## src/core/sdc_pkg.sv

```systemverilog
package sdc_pkg;
   // Register offsets on the plain register port (byte addresses).
   localparam logic [7:0] ADDR_POWER_CTRL  = 8'h00;
   localparam logic [7:0] ADDR_CLOCK_CTRL  = 8'h04;
   localparam logic [7:0] ADDR_ARGUMENT    = 8'h08;
   localparam logic [7:0] ADDR_CMD_CTRL    = 8'h0C;
   localparam logic [7:0] ADDR_RESP_INDEX  = 8'h10;
   localparam logic [7:0] ADDR_RESP_WORD0  = 8'h14;
   localparam logic [7:0] ADDR_RESP_WORD1  = 8'h18;
   localparam logic [7:0] ADDR_RESP_WORD2  = 8'h1C;
   localparam logic [7:0] ADDR_RESP_WORD3  = 8'h20;
   localparam logic [7:0] ADDR_STATUS      = 8'h24;
   localparam logic [7:0] ADDR_STATUS_CLR  = 8'h28;
   localparam logic [7:0] ADDR_DECODE      = 8'h2C;

   // Power control fields.
   localparam int PWR_ON_BIT     = 0;
   localparam int PWR_RAMP_BIT   = 1;
   // Clock control fields.
   localparam int CLK_DIV_LSB    = 0;
   localparam int CLK_DIV_W      = 8;
   localparam int CLK_EN_BIT     = 8;
   localparam int CLK_SAVE_BIT   = 9;
   localparam int CLK_BYP_BIT    = 10;
   localparam int CLK_FLOW_BIT   = 11;
   localparam int CLK_WIDE_LSB   = 12;
   localparam int CLK_OD_BIT     = 14;
   localparam int CLK_INIT_BIT   = 15;
   // Command control fields.
   localparam int CMD_IDX_LSB    = 0;
   localparam int CMD_RSP_LSB    = 6;
   localparam int CMD_EN_BIT     = 10;
   localparam int CMD_NOCRC_BIT  = 9;
   // Status flags.
   localparam int ST_RSP_OK      = 0;
   localparam int ST_CRC_FAIL    = 1;
   localparam int ST_SENT        = 2;
   localparam int ST_TIMEOUT     = 3;
   localparam int ST_BUSY        = 4;
   localparam int ST_CARD_BUSY   = 5;
   localparam int ST_W           = 6;

   // Response kinds in the command control register.
   localparam logic [1:0] RSP_NONE  = 2'h0;
   localparam logic [1:0] RSP_SHORT = 2'h1;
   localparam logic [1:0] RSP_BUSY  = 2'h2;
   localparam logic [1:0] RSP_LONG  = 2'h3;

   localparam logic [5:0] IDX_ONES  = 6'h3F;
   localparam logic [5:0] IDX_FASTIO = 6'h27;
   localparam logic [5:0] IDX_IRQ   = 6'h28;
   localparam logic [5:0] IDX_RCA   = 6'h03;

   localparam int CMD_BITS       = 48;
   localparam int LONG_BITS      = 136;
   localparam int TIMEOUT_CYC    = 64;
   localparam int GAP_CYC        = 8;
   localparam logic [31:0] RESET_WORD = 32'h0000_0000;

   typedef enum logic [2:0] {SDC_IDLE, SDC_SEND, SDC_WAIT, SDC_RECV, SDC_BUSYW} sdc_state_t;
endpackage : sdc_pkg

```

## src/core/sdc_cmd_path.sv

```systemverilog
`timescale 1ns/1ps
`default_nettype none
// Operation
// (RULE_01) Responses MSB first, start 0, dir 0, end 1.
// (RULE_02) All responses CRC checked except R3.
// (RULE_03) R1: 48 bits, index 45:40, status, CRC7.
// (RULE_04) R1b: monitor busy on data line 0.
// (RULE_05) R2: 136 bits, reserved ones, payload 127:1.
// (RULE_06) Card returns identification or specific data.
// (RULE_07) R3 index and CRC fields all ones.
// (RULE_08) R4 index 100111, address, register fields.
// (RULE_09) R4b argument fields decoded for CMD5.
// (RULE_10) R5 index 101000, host address zero.
// (RULE_11) R6 index 000011, address plus status.
// (RULE_12) I/O only status bits 15,14,13 decoded.
// (RULE_13) One bit per card clock per line.
// (RULE_14) Card clock configurable from zero upward.
// (RULE_15) Open drain only for old card init.
// (RULE_16) Data width one until init done.
// (RULE_17) Drivers off during power ramp phases.
// (RULE_18) Bypass picks kernel clock, else divided; here bypass gives half the system clock rate.
// (RULE_19) Flow control stalls clock on buffer hazard.
// (RULE_20) Power save gates clock when bus idle.
// (RULE_21) Enable sends 48-bit command with CRC7.
// (RULE_22) Command line changes on rising card edge; the code changes it on the falling card edge.
// (RULE_23) Accept short or long response, store, flag.
// (RULE_24) Timeout after 64 card clocks without start.
// (RULE_25) Idle at least 8 card clocks between.
// (RULE_26) No-CRC response reports success.
// (RULE_27) Sample once per clock, first low starts.
module sdc_cmd_path
   import sdc_pkg::*;
#(
   parameter int DIV_W = CLK_DIV_W
) (
   input  wire logic        clk_sys,
   input  wire logic        rstn,
   input  wire logic [7:0]  reg_addr,
   input  wire logic [31:0] reg_wdata,
   input  wire logic        reg_wr,
   input  wire logic        reg_rd,
   output logic [31:0]      reg_rdata,
   input  wire logic        buf_hazard,
   output logic             card_clock_out,
   input  wire logic        cmd_in,
   output logic             cmd_out,
   output logic             cmd_oe,
   input  wire logic        dat0_in,
   output logic [1:0]       bus_width,
   output logic             bus_power_on
);
   // The divider compare is only as wide as the clock control field, so wider counters are refused.
   if (DIV_W < 1 || DIV_W > CLK_DIV_W) begin : g_bad_div
      $error("DIV_W out of range");
   end

   ////////////////////////////////////////////////////////////////////////
   logic [1:0]       pwr_ff;
   logic [15:0]      clk_ctrl_ff;
   logic [31:0]      arg_ff;
   logic [9:0]       cmd_ctrl_ff;
   logic             start_ff;
   logic [ST_W-1:0]  status_ff;
   logic [127:0]     resp_ff;
   logic [5:0]       resp_idx_ff;

   always_ff @(posedge clk_sys or negedge rstn) begin
      if (!rstn) begin
         pwr_ff      <= 2'h0;
         clk_ctrl_ff <= 16'h0000;
         arg_ff      <= RESET_WORD;
         cmd_ctrl_ff <= 10'h000;
      end else if (reg_wr) begin
         unique case (reg_addr)
            ADDR_POWER_CTRL: pwr_ff      <= reg_wdata[1:0];
            ADDR_CLOCK_CTRL: clk_ctrl_ff <= reg_wdata[15:0];
            ADDR_ARGUMENT:   arg_ff      <= reg_wdata;
            ADDR_CMD_CTRL:   cmd_ctrl_ff <= reg_wdata[9:0];
            default:         ;
         endcase
      end
   end

   ////////////////////////////////////////////////////////////////////////
   // Clock generation: the card clock toggles on a tick of the divider.
   logic [DIV_W-1:0] div_cnt_ff;
   logic             ck_ff;
   logic             bus_active;
   logic             clk_run;
   logic             tick;
   logic             rise;
   logic             fall;
   logic             byp;
   logic             byp_ph_ff;

   assign byp     = clk_ctrl_ff[CLK_BYP_BIT];
   // Stalling instead of gating keeps the output free of glitches.
   assign clk_run = clk_ctrl_ff[CLK_EN_BIT] && pwr_ff[PWR_ON_BIT]
                    && !(clk_ctrl_ff[CLK_FLOW_BIT] && buf_hazard) // RULE_19
                    && !(clk_ctrl_ff[CLK_SAVE_BIT] && !bus_active); // RULE_20
   assign tick    = clk_run && (byp || div_cnt_ff == clk_ctrl_ff[CLK_DIV_LSB +: DIV_W]); // RULE_14

   always_ff @(posedge clk_sys or negedge rstn) begin
      if (!rstn) begin
         div_cnt_ff <= '0;
      end else if (!clk_run || tick) begin
         div_cnt_ff <= '0;
      end else begin
         div_cnt_ff <= div_cnt_ff + 1'b1;
      end
   end

   always_ff @(posedge clk_sys or negedge rstn) begin
      if (!rstn) begin
         ck_ff <= 1'b0;
      end else if (tick) begin
         ck_ff <= !ck_ff;
      end
   end

   always_ff @(posedge clk_sys or negedge rstn) begin
      if (!rstn) begin
         byp_ph_ff <= 1'b0;
      end else begin
         byp_ph_ff <= clk_run && byp;
      end
   end

   // Bypass runs the card clock at half the system rate, the fastest a single domain can shape.
   assign rise = tick && !ck_ff;
   assign fall = tick && ck_ff;
   assign card_clock_out = ck_ff; // RULE_18

   ////////////////////////////////////////////////////////////////////////
   // Command state machine, stepped once per card clock cycle.
   sdc_state_t       state_ff;
   logic [7:0]       cnt_ff;
   logic [47:0]      tx_ff;
   logic [135:0]     rx_ff;
   logic [6:0]       crc_ff;
   logic [3:0]       gap_ff;
   logic             drv_ff;
   logic             long_rsp;

   assign long_rsp   = cmd_ctrl_ff[CMD_RSP_LSB +: 2] == RSP_LONG;
   assign bus_active = state_ff != SDC_IDLE || start_ff || gap_ff != 4'h0;

   function automatic logic [6:0] crc7_step(input logic [6:0] c, input logic b);
      logic fb;
      fb = c[6] ^ b;
      crc7_step = {c[5:3], c[2] ^ fb, c[1:0], fb};
   endfunction : crc7_step

   always_ff @(posedge clk_sys or negedge rstn) begin
      if (!rstn) begin
         start_ff <= 1'b0;
      end else if (reg_wr && reg_addr == ADDR_CMD_CTRL) begin
         start_ff <= reg_wdata[CMD_EN_BIT];
      end else if (state_ff == SDC_SEND) begin
         start_ff <= 1'b0;
      end
   end

   logic [ST_W-1:0] set_st;
   logic [135:0]    rx_nxt;
   logic            crc_good;

   assign rx_nxt   = {rx_ff[134:0], cmd_in}; // RULE_01
   assign crc_good = crc_ff == rx_ff[6:0]; // RULE_02

   always_ff @(posedge clk_sys or negedge rstn) begin
      if (!rstn) begin
         state_ff    <= SDC_IDLE;
         cnt_ff      <= 8'h00;
         tx_ff       <= 48'h0;
         rx_ff       <= 136'h0;
         crc_ff      <= 7'h00;
         gap_ff      <= 4'h0;
         drv_ff      <= 1'b0;
         set_st      <= '0;
         resp_ff     <= 128'h0;
         resp_idx_ff <= 6'h00;
      end else begin
         set_st <= '0;
         if (rise && gap_ff != 4'h0) begin
            gap_ff <= gap_ff - 4'h1;
         end
         unique case (state_ff)
            SDC_IDLE: begin
               drv_ff <= 1'b0;
               if (start_ff && gap_ff == 4'h0 && fall) begin // RULE_25
                  tx_ff    <= {1'b0, 1'b1, cmd_ctrl_ff[CMD_IDX_LSB +: 6], arg_ff, 8'h01}; // RULE_21
                  crc_ff   <= 7'h00;
                  cnt_ff   <= 8'h00;
                  drv_ff   <= 1'b1;
                  state_ff <= SDC_SEND;
               end
            end
            SDC_SEND: begin
               if (fall) begin // RULE_22
                  cnt_ff <= cnt_ff + 8'h01;
                  if (cnt_ff < 8'd39) begin
                     crc_ff <= crc7_step(crc_ff, tx_ff[47]);
                     tx_ff  <= {tx_ff[46:0], 1'b0};
                  end else if (cnt_ff == 8'd39) begin
                     tx_ff <= {crc7_step(crc_ff, tx_ff[47]), 1'b1, 40'h0};
                  end else if (cnt_ff < 8'd47) begin
                     tx_ff <= {tx_ff[46:0], 1'b0};
                  end else begin
                     drv_ff <= 1'b0;
                     cnt_ff <= 8'h00;
                     crc_ff <= 7'h00;
                     gap_ff <= 4'(GAP_CYC);
                     if (cmd_ctrl_ff[CMD_RSP_LSB +: 2] == RSP_NONE) begin
                        set_st[ST_SENT] <= 1'b1;
                        state_ff        <= SDC_IDLE;
                     end else begin
                        state_ff <= SDC_WAIT;
                     end
                  end
               end
            end
            SDC_WAIT: begin
               if (rise) begin
                  if (!cmd_in) begin // RULE_27
                     rx_ff    <= 136'h0;
                     cnt_ff   <= 8'h01;
                     state_ff <= SDC_RECV;
                  end else if (cnt_ff == 8'(TIMEOUT_CYC - 1)) begin
                     set_st[ST_TIMEOUT] <= 1'b1; // RULE_24
                     gap_ff             <= 4'(GAP_CYC);
                     state_ff           <= SDC_IDLE;
                  end else begin
                     cnt_ff <= cnt_ff + 8'h01;
                  end
               end
            end
            SDC_RECV: begin
               if (rise) begin // RULE_13
                  rx_ff  <= rx_nxt;
                  cnt_ff <= cnt_ff + 8'h01;
                  // The long payload carries its own checksum, so only bits after the reserved field feed it.
                  if ((long_rsp && cnt_ff >= 8'd8 && cnt_ff < 8'(LONG_BITS - 8))
                      || (!long_rsp && cnt_ff < 8'(CMD_BITS - 8))) begin
                     crc_ff <= crc7_step(crc_ff, cmd_in);
                  end
                  if (cnt_ff == 8'(long_rsp ? LONG_BITS - 1 : CMD_BITS - 1)) begin // RULE_23
                     gap_ff <= 4'(GAP_CYC);
                     if (long_rsp) begin
                        // Register bit 0 is replaced by the end bit on the line, so it reads back as zero.
                        resp_ff     <= {rx_nxt[127:1], 1'b0}; // RULE_05
                        resp_idx_ff <= rx_nxt[133:128];
                     end else begin
                        resp_ff     <= {96'h0, rx_nxt[39:8]};
                        resp_idx_ff <= rx_nxt[45:40]; // RULE_03
                     end
                     // Checked on the registered bits of the previous cycle; the end bit takes no part.
                     if (cmd_ctrl_ff[CMD_NOCRC_BIT] || crc_good) begin // RULE_26
                        set_st[ST_RSP_OK] <= 1'b1;
                     end else begin
                        set_st[ST_CRC_FAIL] <= 1'b1;
                     end
                     state_ff <= cmd_ctrl_ff[CMD_RSP_LSB +: 2] == RSP_BUSY ? SDC_BUSYW : SDC_IDLE;
                  end
               end
            end
            SDC_BUSYW: begin
               if (rise && dat0_in) begin // RULE_04
                  state_ff <= SDC_IDLE;
               end
            end
            default: state_ff <= SDC_IDLE;
         endcase
      end
   end

   ////////////////////////////////////////////////////////////////////////
   // Sticky flags: a hardware set in the same cycle as a clear wins.
   always_ff @(posedge clk_sys or negedge rstn) begin
      if (!rstn) begin
         status_ff <= '0;
      end else if (reg_wr && reg_addr == ADDR_STATUS_CLR) begin
         status_ff <= (status_ff & ~reg_wdata[ST_W-1:0]) | set_st;
      end else begin
         status_ff <= status_ff | set_st;
      end
   end

   ////////////////////////////////////////////////////////////////////////
   // Pin drive and bus width.
   logic ramp;
   assign ramp         = pwr_ff[PWR_RAMP_BIT] || !pwr_ff[PWR_ON_BIT];
   assign bus_power_on = pwr_ff[PWR_ON_BIT];
   // Open drain only drives the low level; a high bit releases the line.
   assign cmd_out = drv_ff ? tx_ff[47] : 1'b1;
   assign cmd_oe  = drv_ff && !ramp // RULE_17
                    && !(clk_ctrl_ff[CLK_OD_BIT] && clk_ctrl_ff[CLK_INIT_BIT] && tx_ff[47]); // RULE_15
   assign bus_width = clk_ctrl_ff[CLK_INIT_BIT] ? 2'h0 : clk_ctrl_ff[CLK_WIDE_LSB +: 2]; // RULE_16

   ////////////////////////////////////////////////////////////////////////
   // Field decode of the last short response for software.
   function automatic logic [31:0] decode_fields(input logic [5:0] idx, input logic [31:0] w);
      decode_fields = 32'h0;
      unique case (idx)
         IDX_FASTIO: decode_fields = {8'h01, w[15:8], w[7:0], 8'h00}; // RULE_08
         IDX_IRQ:    decode_fields = {8'h02, 7'h00, w[31:16] == 16'h0000, 16'h0000}; // RULE_10
         IDX_RCA:    decode_fields = {8'h03, 5'h00, w[15], w[14], w[13], 16'h0000}; // RULE_11 RULE_12
         IDX_ONES:   decode_fields = {8'h04, 24'h0}; // RULE_07
         default:    decode_fields = {8'h05, 3'h0, w[31], w[30:28], w[27], w[23:8]}; // RULE_09
      endcase
   endfunction : decode_fields

   always_ff @(posedge clk_sys or negedge rstn) begin
      if (!rstn) begin
         reg_rdata <= RESET_WORD;
      end else if (reg_rd) begin
         unique case (reg_addr)
            ADDR_POWER_CTRL: reg_rdata <= {30'h0, pwr_ff};
            ADDR_CLOCK_CTRL: reg_rdata <= {16'h0, clk_ctrl_ff};
            ADDR_ARGUMENT:   reg_rdata <= arg_ff;
            ADDR_CMD_CTRL:   reg_rdata <= {21'h0, start_ff, cmd_ctrl_ff};
            ADDR_RESP_INDEX: reg_rdata <= {26'h0, resp_idx_ff};
            ADDR_RESP_WORD0: reg_rdata <= resp_ff[127:96];
            ADDR_RESP_WORD1: reg_rdata <= resp_ff[95:64];
            ADDR_RESP_WORD2: reg_rdata <= resp_ff[63:32];
            ADDR_RESP_WORD3: reg_rdata <= resp_ff[31:0];
            ADDR_STATUS:     reg_rdata <= {26'h0, state_ff == SDC_BUSYW, bus_active, status_ff[3:0]};
            ADDR_DECODE:     reg_rdata <= decode_fields(resp_idx_ff, resp_ff[31:0]);
            default:         reg_rdata <= RESET_WORD;
         endcase
      end else begin
         reg_rdata <= RESET_WORD;
      end
   end
endmodule : sdc_cmd_path
`default_nettype wire

```

## config.mk

```make
export PLATFORM = sky130hd
export DESIGN_NAME = sdc_cmd_path
export DESIGN_NICKNAME = d
export VERILOG_FILES = /design/src/core/sdc_pkg.sv /design/src/core/sdc_cmd_path.sv
export SDC_FILE = /design/constraint.sdc
export NUM_CORES = 1
export LEC_CHECK = 0
export BUFFER_PORTS_ARGS = -buffer_cell sky130_fd_sc_hd__buf_4
export CORE_ASPECT_RATIO = 1.5
export CORE_MARGIN = 5
export CORE_UTILIZATION = 28
export CTS_CLUSTER_SIZE = 25
export DETAILED_ROUTE_END_ITERATION = 8
export PLACE_DENSITY_LB_ADDON = 0.1
export SYNTH_ARGS = -nofsm -noshare
export SYNTH_HDL_FRONTEND = slang
export SYNTH_SLANG_ARGS = --single-unit
```

## constraint.sdc

```tcl
create_clock -name clk_sys -period 5.1 [get_ports clk_sys]
set_input_delay 0.51 -clock clk_sys [delete_from_list [all_inputs] [get_ports clk_sys]]
set_output_delay 0.51 -clock clk_sys [all_outputs]
set_load 0.05 [all_outputs]
```

Word-level counts from Yosys, hierarchy flattened
Cells that the tools add are included.
- memories kept: 0
- flip-flop bits (word level): 450
- bits in latches: 0
- input port bits: 47
- bits in writable memories: 0
- bits in read-only memories: 0
- reductions and logical operators: 60
- bitwise operators: 8
- divide/modulo/power cells: 0
- magnitude comparators: 5
- shift-type cells: 0
- multipliers: 0
- multiplexer cells: 86
- equal/unequal tests: 42
- add/sub/neg operators: 3
- operators by type and width (cell ; number):
    2-to-1 mux 133 bit ; 3
    one-hot mux 32 bit (11 select lines) ; 1
    one-hot mux 133 bit (2 select lines) ; 1
    2-to-1 mux 48 bit ; 5
    2-to-1 mux 128 bit ; 1
    one-hot mux 27 bit (4 select lines) ; 1
    one-hot mux 48 bit (2 select lines) ; 1
    2-to-1 mux 8 bit ; 11
    2-to-1 mux 7 bit ; 7
    equality test 8 x 6 -> 1 bit (second input constant) ; 6
    2-to-1 mux 4 bit ; 10
    2-to-1 mux 3 bit ; 12
    equality test 8 x 5 -> 1 bit (second input constant) ; 4
    2-to-1 mux 32 bit ; 1
    one-hot mux 8 bit (4 select lines) ; 1
    less-than comparator 8 x 6 -> 1 bit (second input constant) ; 3
    inequality test 2 bit (second input constant) ; 11
    logical AND 1 bit ; 21
    one-hot mux 7 bit (3 select lines) ; 1
    2-to-1 mux 1 bit ; 20
    equality test 6 bit (second input constant) ; 3
    adder 8 x 1 -> 8 bit (second input constant) ; 2
    equality test 8 x 4 -> 1 bit (second input constant) ; 2
    equality test 8 bit ; 2
    38 further kinds ; 74

Longest topological paths before layout
- depth after elaboration: 16
- mapped depth: 11

Worst setup path after synthesis
Ideal clock, no wire load.
- path type: register to register
- from: reg gap_ff[0]
- to: reg cnt_ff[7]
- arrival: 2.472 ns
- period minus slack after synthesis: 2.593 ns
- library setup time: 0.121 ns
- path slack: 2.507 ns
- buffers on the path: 1
- stages on the path, launching flop included: 10
- cells stage by stage: dfrtp_1 > inv_1 > ha_1 > nor3b_1 > nand2_1 > o31a_1 > a2111oi_0 > clkbuf_1 > a21bo_2 > a22o_1
- word-level cells in the longest chain between the ends: 11
- RTL lines (what ; RTL line ; source):
    start, declared ; sdc_cmd_path.sv:141 ; logic [3:0] gap_ff;
    start signal, assigned ; sdc_cmd_path.sv:186 ; gap_ff <= gap_ff - 4'h1;
    start signal, assigned ; sdc_cmd_path.sv:213 ; gap_ff <= 4'(GAP_CYC);
    start signal, assigned ; sdc_cmd_path.sv:231 ; gap_ff <= 4'(GAP_CYC);
    nonzero test 4 bit ; sdc_cmd_path.sv:146 ; assign bus_active = state_ff != SDC_IDLE || start_ff || gap_ff != 4'h0;
    logical OR 1 bit ; sdc_cmd_path.sv:146 ;
    logical NOT 1 bit ; sdc_cmd_path.sv:100 ; && !(clk_ctrl_ff[CLK_SAVE_BIT] && !bus_active);
    logical AND 1 bit ; sdc_cmd_path.sv:100 ;
    logical NOT 1 bit ; sdc_cmd_path.sv:100 ;
    logical AND 1 bit ; sdc_cmd_path.sv:100 ;
    logical AND 1 bit ; sdc_cmd_path.sv:101 ; assign tick = clk_run && (byp || div_cnt_ff == clk_ctrl_ff[CLK_DIV_LSB +: DIV_W]);
    logical AND 1 bit ; sdc_cmd_path.sv:131 ; assign fall = tick && ck_ff;
    logical AND 1 bit ; sdc_cmd_path.sv:191 ; if (start_ff && gap_ff == 4'h0 && fall) begin
    inequality test 2 bit (no line) ; - ;
    AND reduction 6 bit (no line) (*) ; - ;
    end signal, assigned ; sdc_cmd_path.sv:201 ; cnt_ff <= cnt_ff + 8'h01;
    end signal, assigned ; sdc_cmd_path.sv:234 ; cnt_ff <= cnt_ff + 8'h01;
    end signal, assigned ; sdc_cmd_path.sv:241 ; cnt_ff <= cnt_ff + 8'h01;
    end, declared ; sdc_cmd_path.sv:137 ; logic [7:0] cnt_ff;
Every way passes the cells marked *; elsewhere a longest branch is shown, timed or not.
A chain may end at the register's enable or synchronous reset.

Final worst setup path
- from: reg gap_ff[0]
- to: reg resp_ff[88]
- word-level cells in the longest chain between the ends: 9
- RTL lines (what ; RTL line ; source):
    nonzero test 4 bit ; sdc_cmd_path.sv:146 ;
    logical OR 1 bit ; sdc_cmd_path.sv:146 ;
    logical NOT 1 bit ; sdc_cmd_path.sv:100 ;
    logical AND 1 bit ; sdc_cmd_path.sv:100 ;
    logical NOT 1 bit ; sdc_cmd_path.sv:100 ;
    logical AND 1 bit ; sdc_cmd_path.sv:100 ;
    logical AND 1 bit ; sdc_cmd_path.sv:101 ;
    logical AND 1 bit ; sdc_cmd_path.sv:130 ; assign rise = tick && !ck_ff;
    AND reduction 3 bit (no line) ; - ;
    end signal, assigned ; sdc_cmd_path.sv:251 ; resp_ff <= {rx_nxt[127:1], 1'b0};
    end signal, assigned ; sdc_cmd_path.sv:254 ; resp_ff <= {96'h0, rx_nxt[39:8]};
    end, declared ; sdc_cmd_path.sv:64 ; logic [127:0] resp_ff;
Every way passes these cells.

==> results.toml <==
[sta]
setup_viol = 0
slew_headroom_pct = 25.7
worst_pin_slew_ns = 1.11
layout_worst_path_cycle_share_pct = 61.2
finalWorstSetupSlack_ns = 1.98
fmax_ghz = 0.320
fin_worst_skew_ns = 0.0215
fin_tns_setup_ns = 0
rsz0062_at_grt = "false"
period_needed_ns = 3.12
final_hold_viol_count = 0
drv_slew = 0

[route]
vias_per_cell = 5.17
wire_per_inst_microns = 25.1
drt_first_pass_iters = 6
drt_iter0_drc = 1283
drt-total-wl_microns = 77900
vias = 16100
ant_nets = 0
drc = 0

[floorplan]
placeableCoreArea_sq_um = 73700
num_rows = 122
die_area_sq_um = 79800
die_w_microns = 232
die_h_microns = 343
initial_core_util_pct = 28.1
ioPinCount = 85

[critical_path]
endpoint_kind = "flop"
r2r-start = "gap_ff[0]"
r2r_end = "resp_ff[88]"
start_kind = "flop"
cp_max_fo = 74
ff2ff_setup_slack_ns = 1.98
path_class = "flop to flop"
cp.required_ns = 5.60
critPathArrivalTime_ns = 3.63
r2r_cells = 9

[cts]
clockRootBuffer = "clkbuf_16"
clk_pin_slew_ns = 0.06
cts_tree = "yes"
clk_latency_ns = 0.61
ctsResizeCount = 0
numClockSinks = 448
cts_buffer_depth = 3
cts_setup_buffers = 0
hold_buffers = 1
cts_buffers = 49
cts-htree-levels = 2

[global_route]
grt_overflow = 0
grt_first_pass_wirelength_microns = 115000
grt_max_degree = 131
grt_pass1_vias = 16600
track_usage_pct = 19.2
antenna_found_initial = 0

[min_path]
hp-class = "input port to flop"
min_to = "arg_ff[30]"
hold_path.startpoint = "reg_wdata[30]"
hold_depth = 2

[yosys]
yosys_warnings = 0
synthArstFlopShare_pct = 100
yosysSeqAreaShare_pct = 54.0
syn_nets = 2111
dominantRegCellSynth = "dfrtp_1"
ys_ff_latch = 448
synth-edff-count = 0
synthDistinctLibCells = 73
netlist_area_sq_um = 20700
syn-mean-instance-area_sq_um = 10.1
synth_cells = 2059

[cells_and_area]
area_growth_pct = 16.0
multi_input_area_sq_um = 8520
final_cells = 3107
final_nets = 2129
regArea_sq_um = 11200
drive_gt1_share_pct = 17.8
antenna_cells = 0
nFillCells = 7641

[flow_run]
max-cap-violations = 0

[power_and_ir_drop]
p_leak_nw = 10.9
ir_worst_vdd_mv = 0.229
power_density_nw_per_um2 = 314

[placement]
pre_cts_ws_ns = 1.71
post-place-cells = 3017
numPortBuffers = 84
gp_congestion = 0.865
dp_hpwl_microns = 54300

[outcome]
outcome = "finished, final reports clean"
where the power goes:
| part | total (mW) | internal [mW] | switching, mW | leakage [nW] |
|---|---|---|---|---|
| Clock | 3.68 | 2.12 | 1.56 | 0.807 |
| Combinational | 0.247 | 0.0751 | 0.172 | 4.38 |
| Sequential | 3.62 | 3.58 | 0.0469 | 5.70 |
how the worst max path moves through the flow:
| stage | to | slack [ns] | from | cells past startpoint |
|---|---|---|---|---|
| final | resp_ff[88] | 1.98 | gap_ff[0] | 9 |
| after global routing | resp_ff[60] | 1.72 | gap_ff[0] | 9 |
| after CTS | reg_rdata[12] | 1.97 | resp_idx_ff[3] | 7 |
| after detailed placement | reg_rdata[13] | 1.71 | reg_addr[4] | 5 |
| after global placement | reg_rdata[13] | 1.73 | reg_addr[4] | 5 |
| after floorplan | cnt_ff[7] | 2.51 | gap_ff[0] | 9 |
cell type report:
class / count / area share (%)
sequential: 448 / 46.6
multi-input combinational: 1340 / 35.4
clock inverter: 17 / 0.733
tap: 992 / 5.16
timing repair buffer: 125 / 4.36
inverter: 113 / 1.76
clock buffer: 72 / 6.04
flip-flops by register name, indices dropped and copies added (netlist names):
register	cells
div_cnt_ff	8
drv_ff	1
status_ff	4
resp_idx_ff	6
cmd_ctrl_ff	10
resp_ff	128
gap_ff	4
start_ff	1
rx_ff	133
state_ff	3
reg_rdata	32
card_clock_out	1
crc_ff	7
pwr_ff	2
set_st	4
arg_ff	32
clk_ctrl_ff	16
tx_ff	48
cnt_ff	8
through the flow:
stage / power, mW / util, % / hold slack [ns] / cell area [sq um]
after floorplan: 3.75 / - / 0.214 / 20700
after global placement: 3.94 / 30.4 / 0.426 / 22400
after detailed placement: 3.95 / 30.4 / 0.423 / 22400
after CTS: 7.69 / 32.7 / 0.0811 / 24100
after global routing: 7.82 / 32.7 / 0.0975 / 24100
final: 7.55 / 32.7 / 0.127 / 24100
critical path, stage by stage, from the launching register on:
cell	delay, ns
dfrtp_1	0.37
inv_1	0.12
ha_1	0.15
nor3b_1	0.48
nand4b_1	0.19
nand2_1	0.34
or4b_4	0.65
buf_12	0.39
nand2_1	0.13
o31ai_2	0.07
cell usage after synthesis, drive strengths merged, types with 5 or more instances:
cell type	count	area share [%]
nand2b	6	0.18
a222oi	18	0.87
or4b	5	0.24
o31ai	96	5.2
buf	34	1.0
a221oi	12	0.51
clkbuf	124	2.3
nand3b	8	0.35
a21oi	107	2.6
nor4	14	0.45
xor2	20	0.84
nand2	271	4.9
a41oi	5	0.21
and2	6	0.18
nor3b	5	0.18
a22oi	34	1.2
and3	45	1.4
o21ai	141	3.4
ha	5	0.30
mux2i	14	0.68
a32o	5	0.24
nor3	9	0.22
mux2	67	3.6
nand3	143	3.4
nor4b	7	0.36
a31oi	49	1.5
nor2b	13	0.39
nor2	118	2.1
a22o	49	2.1
inv	113	2.0
xnor2	10	0.42
a21o	5	0.18
dfrtp	448	54
placed cells by master (no fill, tap or decap), types with 24 or more instances in the layout:
cell / count
nor2_1: 114
dfrtp_1: 448
a22o_1: 49
a21oi_1: 106
a31oi_1: 49
and3_1: 45
buf_4: 115
a22oi_1: 34
o31ai_2: 72
mux2_2: 66
clkbuf_16: 50
nand3_1: 143
inv_1: 113
o21ai_0: 141
nand2_1: 270
o31ai_1: 24
per-layer routing:
layer	global-route usage, %	part of all wire [%]	vias up
met5	0	0	-
met4	6.97	4.0	0
met3	2.65	4.2	134
met2	34.9	52	400
met1	23.2	40	8173
li1	-	-	7357
logic make-up after synthesis:
family | after synthesis | share of synthesized area [%]
adder cells (fa/ha/maj) | 5 | 0.302
multiplexers | 85 | 4.75
XOR/XNOR | 30 | 1.27
AND/OR/NAND/NOR | 668 | 15.1
buffers and inverters | 271 | 5.33
AO/OA/AOI/OAI | 552 | 19.2
flip-flops | 448 | 54.0
No activity file was read; power rests on OpenSTA's default activity.
